File: src/aod_pkg.sv
`default_nettype none
package aod_pkg;

   // ----------------------------------------------------------------
   // operation and form codes
   // ----------------------------------------------------------------
   typedef enum logic [1:0] {
      AOD_OP_ADD = 2'b00,
      AOD_OP_ADC = 2'b01,
      AOD_OP_SUB = 2'b10
   } aod_op_t;

   typedef enum logic [1:0] {
      AOD_FORM_RM  = 2'b00,
      AOD_FORM_IMM = 2'b01,
      AOD_FORM_ACC = 2'b10
   } aod_form_t;

   // ----------------------------------------------------------------
   // opcode patterns
   // ----------------------------------------------------------------
   localparam logic [7:0] MASK_DW     = 8'hFC;
   localparam logic [7:0] MASK_W      = 8'hFE;
   localparam logic [7:0] PAT_ADD_RM  = 8'h00;
   localparam logic [7:0] PAT_ADC_RM  = 8'h10;
   localparam logic [7:0] PAT_SUB_RM  = 8'h28;
   localparam logic [7:0] PAT_IMM_GRP = 8'h80;
   localparam logic [7:0] PAT_ADD_ACC = 8'h04;
   localparam logic [7:0] PAT_ADC_ACC = 8'h14;
   localparam logic [7:0] PAT_SUB_ACC = 8'h2C;

   // ----------------------------------------------------------------
   // field positions
   // ----------------------------------------------------------------
   localparam int W_BIT   = 0;
   localparam int D_BIT   = 1;
   localparam int S_BIT   = 1;
   localparam int MOD_HI  = 7;
   localparam int MOD_LO  = 6;
   localparam int REG_HI  = 5;
   localparam int REG_LO  = 3;
   localparam int RM_HI   = 2;
   localparam int RM_LO   = 0;
   localparam int SIGN_BIT = 7;

   localparam logic [2:0] GRP_ADD   = 3'h0;
   localparam logic [2:0] GRP_ADC   = 3'h2;
   localparam logic [2:0] GRP_SUB   = 3'h5;
   localparam logic [1:0] MOD_REG   = 2'h3;
   localparam logic [1:0] MOD_D8    = 2'h1;
   localparam logic [1:0] MOD_D16   = 2'h2;
   localparam logic [1:0] MOD_NODSP = 2'h0;
   localparam logic [2:0] RM_DIRECT = 3'h6;
   localparam logic [1:0] SW_WORDIMM = 2'h1;

   // ----------------------------------------------------------------
   // clock counts
   // ----------------------------------------------------------------
   localparam logic [5:0] CLK_RM_REG  = 6'h03;
   localparam logic [5:0] CLK_RM_MEM  = 6'h0A;
   localparam logic [5:0] CLK_IMM_REG = 6'h04;
   localparam logic [5:0] CLK_IMM_MEM = 6'h10;
   localparam logic [5:0] CLK_ACC_B   = 6'h03;
   localparam logic [5:0] CLK_ACC_W   = 6'h04;
   localparam logic [5:0] CLK_WORD_XF = 6'h04;

endpackage : aod_pkg
`default_nettype wire

File: src/aod_decode.sv
// Contract
// - add reg/mem form, 3 or 10 clocks
// - immediate group, field selects op, 4/16
// - add-with-carry reg/mem form, 3 or 10
// - subtract reg/mem form, 3 or 10 clocks
// - accumulator immediates, word fetches two bytes
// - word operands add 4 per memory transfer
`default_nettype none
module aod_decode (
   input  wire logic        mclk,
   input  wire logic        reset,
   input  wire logic        in_valid,
   input  wire logic [7:0]  in_byte,
   output logic             in_ready,
   output logic             dec_valid,
   output logic             dec_unknown,
   output logic      [1:0]  dec_op,
   output logic      [1:0]  dec_form,
   output logic             dec_word,
   output logic             dec_dir,
   output logic      [1:0]  dec_mode,
   output logic      [2:0]  dec_reg,
   output logic      [2:0]  dec_rm,
   output logic      [15:0] dec_disp,
   output logic      [15:0] dec_imm,
   output logic      [5:0]  dec_clocks
);

   // ----------------------------------------------------------------
   // state machine
   // ----------------------------------------------------------------
   typedef enum logic [2:0] {
      ST_OPC   = 3'b000,
      ST_MODRM = 3'b001,
      ST_DLO   = 3'b010,
      ST_DHI   = 3'b011,
      ST_ILO   = 3'b100,
      ST_IHI   = 3'b101
   } aod_state_t;

   aod_state_t  state_r;
   aod_state_t  state_nxt;
   logic        take;
   logic [1:0]  op_r;
   logic [1:0]  form_r;
   logic        word_r;
   logic        dir_r;
   logic        sext_r;
   logic [1:0]  mode_r;
   logic [2:0]  reg_r;
   logic [2:0]  rm_r;
   logic [15:0] disp_r;
   logic [15:0] imm_r;
   logic        two_imm_r;
   logic        two_disp_r;
   logic        last;
   logic        bad_opc;
   logic        bad_grp;
   logic [5:0]  clocks;

   assign in_ready = 1'b1;
   assign take     = in_valid;

   // ----------------------------------------------------------------
   // opcode classification
   // ----------------------------------------------------------------
   logic        is_rm;
   logic        is_imm;
   logic        is_acc;
   logic [1:0]  opc_op;

   always_comb
   begin
      is_rm  = 1'b0;
      is_imm = 1'b0;
      is_acc = 1'b0;
      opc_op = aod_pkg::AOD_OP_ADD;
      if ((in_byte & aod_pkg::MASK_DW) == aod_pkg::PAT_ADD_RM)
      begin
         is_rm = 1'b1;
      end
      else if ((in_byte & aod_pkg::MASK_DW) == aod_pkg::PAT_ADC_RM)
      begin
         is_rm  = 1'b1;
         opc_op = aod_pkg::AOD_OP_ADC;
      end
      else if ((in_byte & aod_pkg::MASK_DW) == aod_pkg::PAT_SUB_RM)
      begin
         is_rm  = 1'b1;
         opc_op = aod_pkg::AOD_OP_SUB;
      end
      else if ((in_byte & aod_pkg::MASK_DW) == aod_pkg::PAT_IMM_GRP)
      begin
         is_imm = 1'b1;
      end
      else if ((in_byte & aod_pkg::MASK_W) == aod_pkg::PAT_ADD_ACC)
      begin
         is_acc = 1'b1;
      end
      else if ((in_byte & aod_pkg::MASK_W) == aod_pkg::PAT_ADC_ACC)
      begin
         is_acc = 1'b1;
         opc_op = aod_pkg::AOD_OP_ADC;
      end
      else if ((in_byte & aod_pkg::MASK_W) == aod_pkg::PAT_SUB_ACC)
      begin
         is_acc = 1'b1;
         opc_op = aod_pkg::AOD_OP_SUB;
      end
   end

   assign bad_opc = !(is_rm || is_imm || is_acc);

   // middle field of the immediate group
   logic [1:0] grp_op;
   logic [2:0] mid;
   logic [1:0] mb_mode;
   logic [2:0] mb_rm;

   assign mid     = in_byte[aod_pkg::REG_HI:aod_pkg::REG_LO];
   assign mb_mode = in_byte[aod_pkg::MOD_HI:aod_pkg::MOD_LO];
   assign mb_rm   = in_byte[aod_pkg::RM_HI:aod_pkg::RM_LO];

   always_comb
   begin
      grp_op  = aod_pkg::AOD_OP_ADD;
      bad_grp = 1'b0;
      unique case (mid)
         aod_pkg::GRP_ADD: grp_op = aod_pkg::AOD_OP_ADD;
         aod_pkg::GRP_ADC: grp_op = aod_pkg::AOD_OP_ADC;
         aod_pkg::GRP_SUB: grp_op = aod_pkg::AOD_OP_SUB;
         default:          bad_grp = 1'b1;
      endcase
   end

   // displacement bytes following the addressing byte
   logic mb_disp;
   logic mb_disp2;

   assign mb_disp2 = (mb_mode == aod_pkg::MOD_D16) ||
                     (mb_mode == aod_pkg::MOD_NODSP &&
                      mb_rm == aod_pkg::RM_DIRECT);
   assign mb_disp  = mb_disp2 || (mb_mode == aod_pkg::MOD_D8);

   // ----------------------------------------------------------------
   // next state
   // ----------------------------------------------------------------
   always_comb
   begin
      state_nxt = state_r;
      last      = 1'b0;
      if (take)
      begin
         unique case (state_r)
            ST_OPC:
            begin
               if (bad_opc)
                  last = 1'b1;
               else if (is_acc)
                  state_nxt = ST_ILO;
               else
                  state_nxt = ST_MODRM;
            end
            ST_MODRM:
            begin
               if (form_r == aod_pkg::AOD_FORM_IMM && bad_grp)
               begin
                  state_nxt = ST_OPC;
                  last      = 1'b1;
               end
               else if (mb_disp)
                  state_nxt = ST_DLO;
               else if (form_r == aod_pkg::AOD_FORM_IMM)
                  state_nxt = ST_ILO;
               else
               begin
                  state_nxt = ST_OPC;
                  last      = 1'b1;
               end
            end
            ST_DLO:
            begin
               if (two_disp_r)
                  state_nxt = ST_DHI;
               else if (form_r == aod_pkg::AOD_FORM_IMM)
                  state_nxt = ST_ILO;
               else
               begin
                  state_nxt = ST_OPC;
                  last      = 1'b1;
               end
            end
            ST_DHI:
            begin
               if (form_r == aod_pkg::AOD_FORM_IMM)
                  state_nxt = ST_ILO;
               else
               begin
                  state_nxt = ST_OPC;
                  last      = 1'b1;
               end
            end
            ST_ILO:
            begin
               if (two_imm_r)
                  state_nxt = ST_IHI;
               else
               begin
                  state_nxt = ST_OPC;
                  last      = 1'b1;
               end
            end
            ST_IHI:
            begin
               state_nxt = ST_OPC;
               last      = 1'b1;
            end
            default:
            begin
               state_nxt = ST_OPC;
            end
         endcase
      end
   end

   always_ff @(posedge mclk)
   begin
      if (reset)
         state_r <= ST_OPC;
      else
         state_r <= state_nxt;
   end

   // ----------------------------------------------------------------
   // instruction fields
   // ----------------------------------------------------------------
   always_ff @(posedge mclk)
   begin
      if (reset)
      begin
         op_r       <= aod_pkg::AOD_OP_ADD;
         form_r     <= aod_pkg::AOD_FORM_RM;
         word_r     <= 1'b0;
         dir_r      <= 1'b0;
         sext_r     <= 1'b0;
         two_imm_r  <= 1'b0;
         mode_r     <= aod_pkg::MOD_REG;
         reg_r      <= 3'h0;
         rm_r       <= 3'h0;
         two_disp_r <= 1'b0;
      end
      else if (take && state_r == ST_OPC)
      begin
         op_r      <= opc_op;
         form_r    <= is_imm ? aod_pkg::AOD_FORM_IMM
                    : is_acc ? aod_pkg::AOD_FORM_ACC
                             : aod_pkg::AOD_FORM_RM;
         word_r    <= in_byte[aod_pkg::W_BIT];
         dir_r     <= is_rm && in_byte[aod_pkg::D_BIT];
         sext_r    <= is_imm && in_byte[aod_pkg::S_BIT];
         two_imm_r <= is_acc ? in_byte[aod_pkg::W_BIT]
                    : ({in_byte[aod_pkg::S_BIT], in_byte[aod_pkg::W_BIT]}
                       == aod_pkg::SW_WORDIMM);
         mode_r    <= aod_pkg::MOD_REG;
      end
      else if (take && state_r == ST_MODRM)
      begin
         mode_r     <= mb_mode;
         reg_r      <= mid;
         rm_r       <= mb_rm;
         two_disp_r <= mb_disp2;
         if (form_r == aod_pkg::AOD_FORM_IMM)
            op_r <= grp_op;
      end
   end

   always_ff @(posedge mclk)
   begin
      if (reset)
         disp_r <= 16'h0000;
      else if (take && state_r == ST_OPC)
         disp_r <= 16'h0000;
      else if (take && state_r == ST_DLO)
         disp_r <= {{8{in_byte[aod_pkg::SIGN_BIT]}}, in_byte};
      else if (take && state_r == ST_DHI)
         disp_r <= {in_byte, disp_r[7:0]};
   end

   always_ff @(posedge mclk)
   begin
      if (reset)
         imm_r <= 16'h0000;
      else if (take && state_r == ST_ILO)
         imm_r <= (sext_r && word_r)
                ? {{8{in_byte[aod_pkg::SIGN_BIT]}}, in_byte}
                : {8'h00, in_byte};
      else if (take && state_r == ST_IHI)
         imm_r <= {in_byte, imm_r[7:0]};
   end

   // ----------------------------------------------------------------
   // clock count
   // ----------------------------------------------------------------
   aod_timing u_timing (
      .form   (form_r),
      .word   (word_r),
      .dir    (dir_r),
      .mode   (mode_r),
      .clocks (clocks)
   );

   // ----------------------------------------------------------------
   // result outputs
   // ----------------------------------------------------------------
   logic fin_r;
   logic unk_r;

   always_ff @(posedge mclk)
   begin
      if (reset)
      begin
         fin_r <= 1'b0;
         unk_r <= 1'b0;
      end
      else
      begin
         fin_r <= last && !(state_r == ST_OPC) &&
                  !(state_r == ST_MODRM && form_r == aod_pkg::AOD_FORM_IMM
                    && bad_grp);
         unk_r <= last && (state_r == ST_OPC ||
                  (state_r == ST_MODRM &&
                   form_r == aod_pkg::AOD_FORM_IMM && bad_grp));
      end
   end

   assign dec_valid   = fin_r;
   assign dec_unknown = unk_r;
   assign dec_op      = op_r;
   assign dec_form    = form_r;
   assign dec_word    = word_r;
   assign dec_dir     = dir_r;
   assign dec_mode    = mode_r;
   assign dec_reg     = reg_r;
   assign dec_rm      = rm_r;
   assign dec_disp    = disp_r;
   assign dec_imm     = imm_r;
   assign dec_clocks  = clocks;

endmodule : aod_decode
`default_nettype wire

File: src/aod_timing.sv
`default_nettype none
module aod_timing (
   input  wire logic [1:0] form,
   input  wire logic       word,
   input  wire logic       dir,
   input  wire logic [1:0] mode,
   output logic      [5:0] clocks
);

   // ----------------------------------------------------------------
   // clock count per form
   // ----------------------------------------------------------------
   logic       mem_op;
   logic       mem_wr;
   logic [5:0] base;
   logic [5:0] extra;

   always_comb
   begin
      mem_op = (mode != aod_pkg::MOD_REG);
      mem_wr = 1'b0;
      base   = aod_pkg::CLK_ACC_B;
      unique case (form)
         aod_pkg::AOD_FORM_RM:
         begin
            base   = mem_op ? aod_pkg::CLK_RM_MEM
                            : aod_pkg::CLK_RM_REG;
            mem_wr = mem_op && !dir;
         end
         aod_pkg::AOD_FORM_IMM:
         begin
            base   = mem_op ? aod_pkg::CLK_IMM_MEM
                            : aod_pkg::CLK_IMM_REG;
            mem_wr = mem_op;
         end
         default:
         begin
            mem_op = 1'b0;
            base   = word ? aod_pkg::CLK_ACC_W
                          : aod_pkg::CLK_ACC_B;
         end
      endcase
      // word operands: one surcharge per memory transfer
      extra = 6'h00;
      if (word && mem_op)
      begin
         extra = mem_wr ? 6'(aod_pkg::CLK_WORD_XF + aod_pkg::CLK_WORD_XF)
                        : aod_pkg::CLK_WORD_XF;
      end
      clocks = 6'(base + extra);
   end

endmodule : aod_timing
`default_nettype wire

File: config.mk
export PLATFORM = sky130hd
export DESIGN_NAME = aod_decode
export DESIGN_NICKNAME = d
export VERILOG_FILES = /design/src/aod_pkg.sv /design/src/aod_decode.sv /design/src/aod_timing.sv
export SDC_FILE = /design/constraint.sdc
export NUM_CORES = 1
export LEC_CHECK = 0
export BUFFER_PORTS_ARGS = -buffer_cell sky130_fd_sc_hd__clkbuf_2
export CAP_MARGIN = 20
export CORE_AREA = 2 2 104 106
export CTS_CLUSTER_DIAMETER = 50
export DETAILED_ROUTE_END_ITERATION = 8
export DIE_AREA = 0 0 106 108
export SYNTH_ARGS = -nofsm -noshare
export SYNTH_HDL_FRONTEND = slang
export SYNTH_SLANG_ARGS = --single-unit
File: constraint.sdc
create_clock -name mclk -period 2.7 [get_ports mclk]
set_clock_uncertainty 0.05 [all_clocks]
set_input_delay 0.405 -clock mclk [delete_from_list [all_inputs] [get_ports mclk]]
set_output_delay 0.405 -clock mclk [all_outputs]
set_load 0.01 [all_outputs]
Word level (Yosys, flattened, before mapping)
Index checks and enable logic that the tools add are counted.
{ "op_classes": {"n_eq_ne": 20, "muxes": 58, "reduce_logical": 41, "n_lt_le_gt_ge": 0, "add_sub_neg": 1, "n_bitwise": 1, "div": 0, "n_mul": 0, "shifts": 0} }
{ "op_table": {"columns": ["cell", "n"], "rows": [
  ["two-way mux 16 bit", 5],
  ["two-way mux 1 bit", 24],
  ["two-way mux 2 bit", 12],
  ["two-way mux 3 bit", 8],
  ["logical AND 1 bit", 18],
  ["case mux 3 bit (5 select lines)", 1],
  ["== test 3 bit (second input constant)", 4],
  ["case mux 6 bit (2 select lines)", 1],
  ["== test 3 x 2 -> 1 bit (second input constant)", 3],
  ["logical NOT 8 bit", 1],
  ["two-way mux 4 bit", 2],
  ["nonzero test 2 bit", 4],
  ["== test 7 x 2 -> 1 bit (second input constant)", 1],
  ["== test 7 x 4 -> 1 bit (second input constant)", 1],
  ["== test 7 x 5 -> 1 bit (second input constant)", 1],
  ["adder 6 bit", 1],
  ["== test 2 x 1 -> 1 bit (second input constant)", 3],
  ["== test 6 x 3 -> 1 bit (second input constant)", 1],
  ["== test 6 x 4 -> 1 bit (second input constant)", 1],
  ["== test 6 bit (second input constant)", 1],
  ["logical NOT 3 bit", 2],
  ["two-way mux 6 bit", 1],
  ["case mux 1 bit (6 select lines)", 1],
  ["AND reduction 2 bit", 3],
  ["other kinds (12)", 21]
]} }
{ "totals": {"wordCells": 138, "out_inout_bits": 55, "inputBits": 11, "ramBits": 0, "mem_bits_ro": 0, "n_memories": 0, "latchBits": 0, "register_bits": 54} }

Depth between registers and ports, before layout
{ "depth": {"depth_word": 14, "mapped_depth": 7, "mapped_depth_nobuf": 7} }

Modules after synthesis
From an unflattened synthesis, not the netlist that was laid out.
{ "hier_totals": {"hier_cells": 316, "area_unflattened_um2": 2666.3} }
{ "by_module_without_submodules": {"columns": ["mod", "seq_area_each_um2", "cells_each", "area_per_inst_um2", "n_inst"], "rows": [
  ["aod_decode", 1081.0, 293, 2492.4, 1],
  ["aod_timing", 0.0, 23, 173.9, 1]
]} }

Worst setup path after synthesis
No wires, ideal clock.
{ "synth_path": {"path_kind": "register -> output", "start": "register form_r[0], in the netlist dec_form[0]", "end": "output dec_clocks[4]", "path_slack_ps": 462, "stages_incl_launch_ff": 8, "arrival_ps": 1783, "n_path_buf": 0, "required_time_ps": 2245, "cell_sequence": "dfxtp_1 nor2b_1 a21oi_1 nor2_1 ha_1 inv_1 fa_1 xor2_1"} }
{ "synth_via": {"elab_chain_len": 6, "word_cells_on_any_way": 10, "classes_between": "add/sub: 1; eq/ne: 1; mux: 5; reduce/logical: 3"} }
{ "synth_lines": {"columns": ["item", "line_no", "source"], "rows": [
  ["from (decl)", "aod_decode.sv:45", "logic [1:0] form_r;"],
  ["from (signal assigned)", "aod_decode.sv:242", "form_r <= aod_pkg::AOD_FORM_RM;"],
  ["from (signal assigned)", "aod_decode.sv:255", "form_r <= is_imm ? aod_pkg::AOD_FORM_IMM"],
  ["== test 2 x 1 -> 1 bit / logical NOT 2 bit (equally long branches)", "aod_timing.sv:23", "unique case (form)"],
  ["OR reduction 2 bit (no source line)", null, null],
  ["two-way mux 1 bit", "aod_timing.sv:23", null],
  ["logical AND 1 bit", "aod_timing.sv:45", "if (word && mem_op)"],
  ["two-way mux 6 bit", "aod_timing.sv:45", null],
  ["adder 6 bit (*)", "aod_timing.sv:50", "clocks = 6'(base + extra);"],
  ["to (decl)", "aod_decode.sv:26", "output logic [5:0] dec_clocks"]
]} }
Every way passes the cells marked *; elsewhere a longest branch is shown, timed or not.

Final worst setup path
Ends and elaborated chain as after synthesis.

==> flow_metrics.tcl <==
set metrics [dict create \
    intPower_mw 1.22 \
    vias 2237 \
    pwr-share-seq 0.504 \
    final_common_cell "clkbuf_2" \
    yosys.area.top_type "dfxtp_1" \
    synthCells 285 \
    pwr_density_cell_nw_per_um2 558 \
    synth_top_flop_cell "dfxtp_1" \
    drive_above_1_share 0.285 \
    synth-edff-count 0 \
    cts_tree "built" \
    ctsHoldBuffers 0 \
    row_count 37 \
    cp_slowest_cell "dfxtp_1" \
    htree_num_levels 2 \
    drcViolationCount 0 \
    rsz0062_at_grt "false" \
    worstHoldEndpoint "dec_imm[10]" \
    critPathLaunchType "register" \
    die_x_um 106 \
    hold_class "in2reg" \
    fin_crit_ns 2.51 \
    synth_top_area_share 0.425 \
    drt-initial-drc-count 200 \
    num-fill-cells 1067 \
    place_congestion 0.815 \
    io_buffers 64 \
    netlist_area_um2 2540 \
    fin_crit_sh 0.929 \
    insertion_delay_ns 0.31 \
    final_cell_mix "clkbuf_2, dfxtp_1, nor2_1, nand2_1, mux2i_1" \
    ff2ff_path_depth 4 \
    grt_max_degree 29 \
    yosysUniqueCellTypes 54 \
    grt.overflow.total 0 \
    io_pins 66 \
    grtUsageTotal 0.123 \
    worst_r2r_endpoint "dec_imm[9]" \
    final_area_um2 3080 \
    end_kind "output port" \
    slew_headroom 0.502 \
    first_pass_iters 4 \
    ctsLongestPathBuffers 2 \
    hold_depth 2 \
    ys_ff_latch 54 \
    hold_violations 0 \
    power.share.clock 0.323 \
    via_per_inst 4.66 \
    max_cap_violations 0 \
    p_switching_mw 0.499 \
    crit_path_max_fanout 6 \
    worst_pin_slew_ns 0.741 \
    dp_hpwl_mm 4.98 \
    combPwrFrac 0.173 \
    ys.warnings.count 0 \
    cp_cell_sequence "nor2b_1 -> a21oi_1 -> nor2_1 -> ha_1 -> inv_1 -> fa_1 -> xor2_1 -> clkbuf_2" \
    n_antenna_cell 0 \
    core_um2 10200 \
    first_global_vias 2095 \
    slew_violations 0 \
    switching_share 0.291 \
    die_area_um2 11400 \
    grt_antenna_before_repair 0 \
    path_clk_slew_ns 0.10 \
    p_leak_nw 1.23 \
    cts-root-buf "clkbuf_8" \
    synth_area_leaders "dfxtp_1, mux2i_1, nor2_1" \
    cp_top_family "adder cells" \
    final_cells 480 \
    min_from "reset" \
    area_delta_synth_final_pct 21.0 \
    max_freq_ghz 0.399 \
    cp.required_ns 2.25 \
    reg2reg_from "state_r[0]" \
    ys_seq_area_frac 0.425 \
    synth.net_count 299 \
    synth-async-reset-ratio 0 \
    routed_wl_mm 6.84 \
    fin_nets 357 \
    post-place-cells 472 \
    status "finished, final reports clean" \
    synth_area_per_cell_um2 8.92 \
    fin_tns_setup_ns 0 \
    numCtsBuffers 5 \
    initial_core_util 0.249 \
    wl_per_cell_um 14.2 \
    cts.sinks 54 \
    die_h_um 108 \
    peakVddDrop_mv 0.311 \
    path_buf_inv 2 \
    worstSetupPathType "reg2out" \
    final_antenna_net_count 0 \
    crit_arrival_ns 2.05 \
    reg2reg_setup_slack_ns 0.50 \
    dpl_cell_area_um2 2960 \
    grt_pass1_wl_mm 11.1 \
    max_stage_delay_ns 0.43 \
    setup_viol 0 \
]
[per-layer routing]
metal / GRT usage / vias up / part of all wire
met5: 0 / - / 0
met4: 0.0395 / 0 / 0.018
met3: 0.0265 / 10 / 0.045
met2: 0.208 / 68 / 0.47
met1: 0.156 / 1055 / 0.46
li1: - / 1104 / -
[cells in the mapped netlist (all sizes together) (2+ instances only)]
cell type  instances
nand2             37
nor2b              3
o21bai             2
nand3b             2
inv                9
clkbuf             4
nor3b              2
a311oi             7
o21ai              2
or2                2
nor3               4
nand3              3
ha                 2
buf               16
nor2              52
and3               2
o2111ai            2
mux2i             21
or4b               2
a21oi             17
or3                2
dfxtp             54
a211oi            12
a2111oi            2
nand2b             4
nor4               2
[stage by stage]
stage                     setup WS [ns]   util  total power, mW  hold WS, ns
final                             0.192  0.301             1.71        0.352
after detailed placement          0.524  0.289             1.18        0.404
after floorplan                   0.462      -             1.10        0.395
after global routing             0.0827  0.301             1.80        0.361
after global placement            0.581  0.289             1.17        0.394
after CTS                         0.169  0.300             1.73        0.344
[power by group through the flow]
stage	Clock, mW	Combinational (mW)	Sequential, mW
2_1_floorplan	0	0.223	0.874
3_3_place_gp	0	0.291	0.881
3_5_place_dp	0	0.294	0.882
4_1_cts	0.573	0.295	0.864
5_1_grt	0.606	0.326	0.871
6_report	0.553	0.297	0.864
[timing repair]
item | CTS | global route
gates resized for setup | 0 | 1
setup endpoints to repair | 0 | 1
setup buffers | 0 | 0
hold endpoints to repair | 0 | 0
[how the worst max path moves through the flow]
stage                            from            end  slack, ns  cells past startpoint
after floorplan           dec_form[0]  dec_clocks[4]       0.46                      7
after global placement    dec_form[1]  dec_clocks[4]       0.58                      8
after detailed placement  dec_form[1]  dec_clocks[4]       0.52                      8
after CTS                 dec_form[1]  dec_clocks[4]       0.17                      8
after global routing      dec_form[0]  dec_clocks[4]       0.08                      8
final                     dec_form[0]  dec_clocks[4]       0.19                      8
[cell families (layout without fill, tap and decap cells)]
kind of cell	after synthesis	after routing	share of synthesized area
flops	54	54	0.425
xor+xnor	1	1	0.00345
mux	21	21	0.0827
other cells	1	1	0.00147
buf+inv	30	89	0.0645
fa+ha+maj	3	3	0.0177
simple gates	118	118	0.227
compound gates	57	57	0.178
[worst reg2reg max path: stages, from the launching register on]
cell,delay [ns]
dfxtp_1,0.76
clkinv_1,0.44
nand2_1,0.34
o21a_1,0.37
a211oi_1,0.13
[layout make-up]
class	count	area, um^2	share of cell area
sequential	54	1080	0.352
clock buffer	5	68.8	0.0224
clock inverter	3	43.8	0.0142
multi-input combinational	201	1300	0.423
tap	136	170	0.0553
timing repair buffer	71	373	0.121
inverter	10	37.5	0.0122
(Power assumes the default switching activity.)
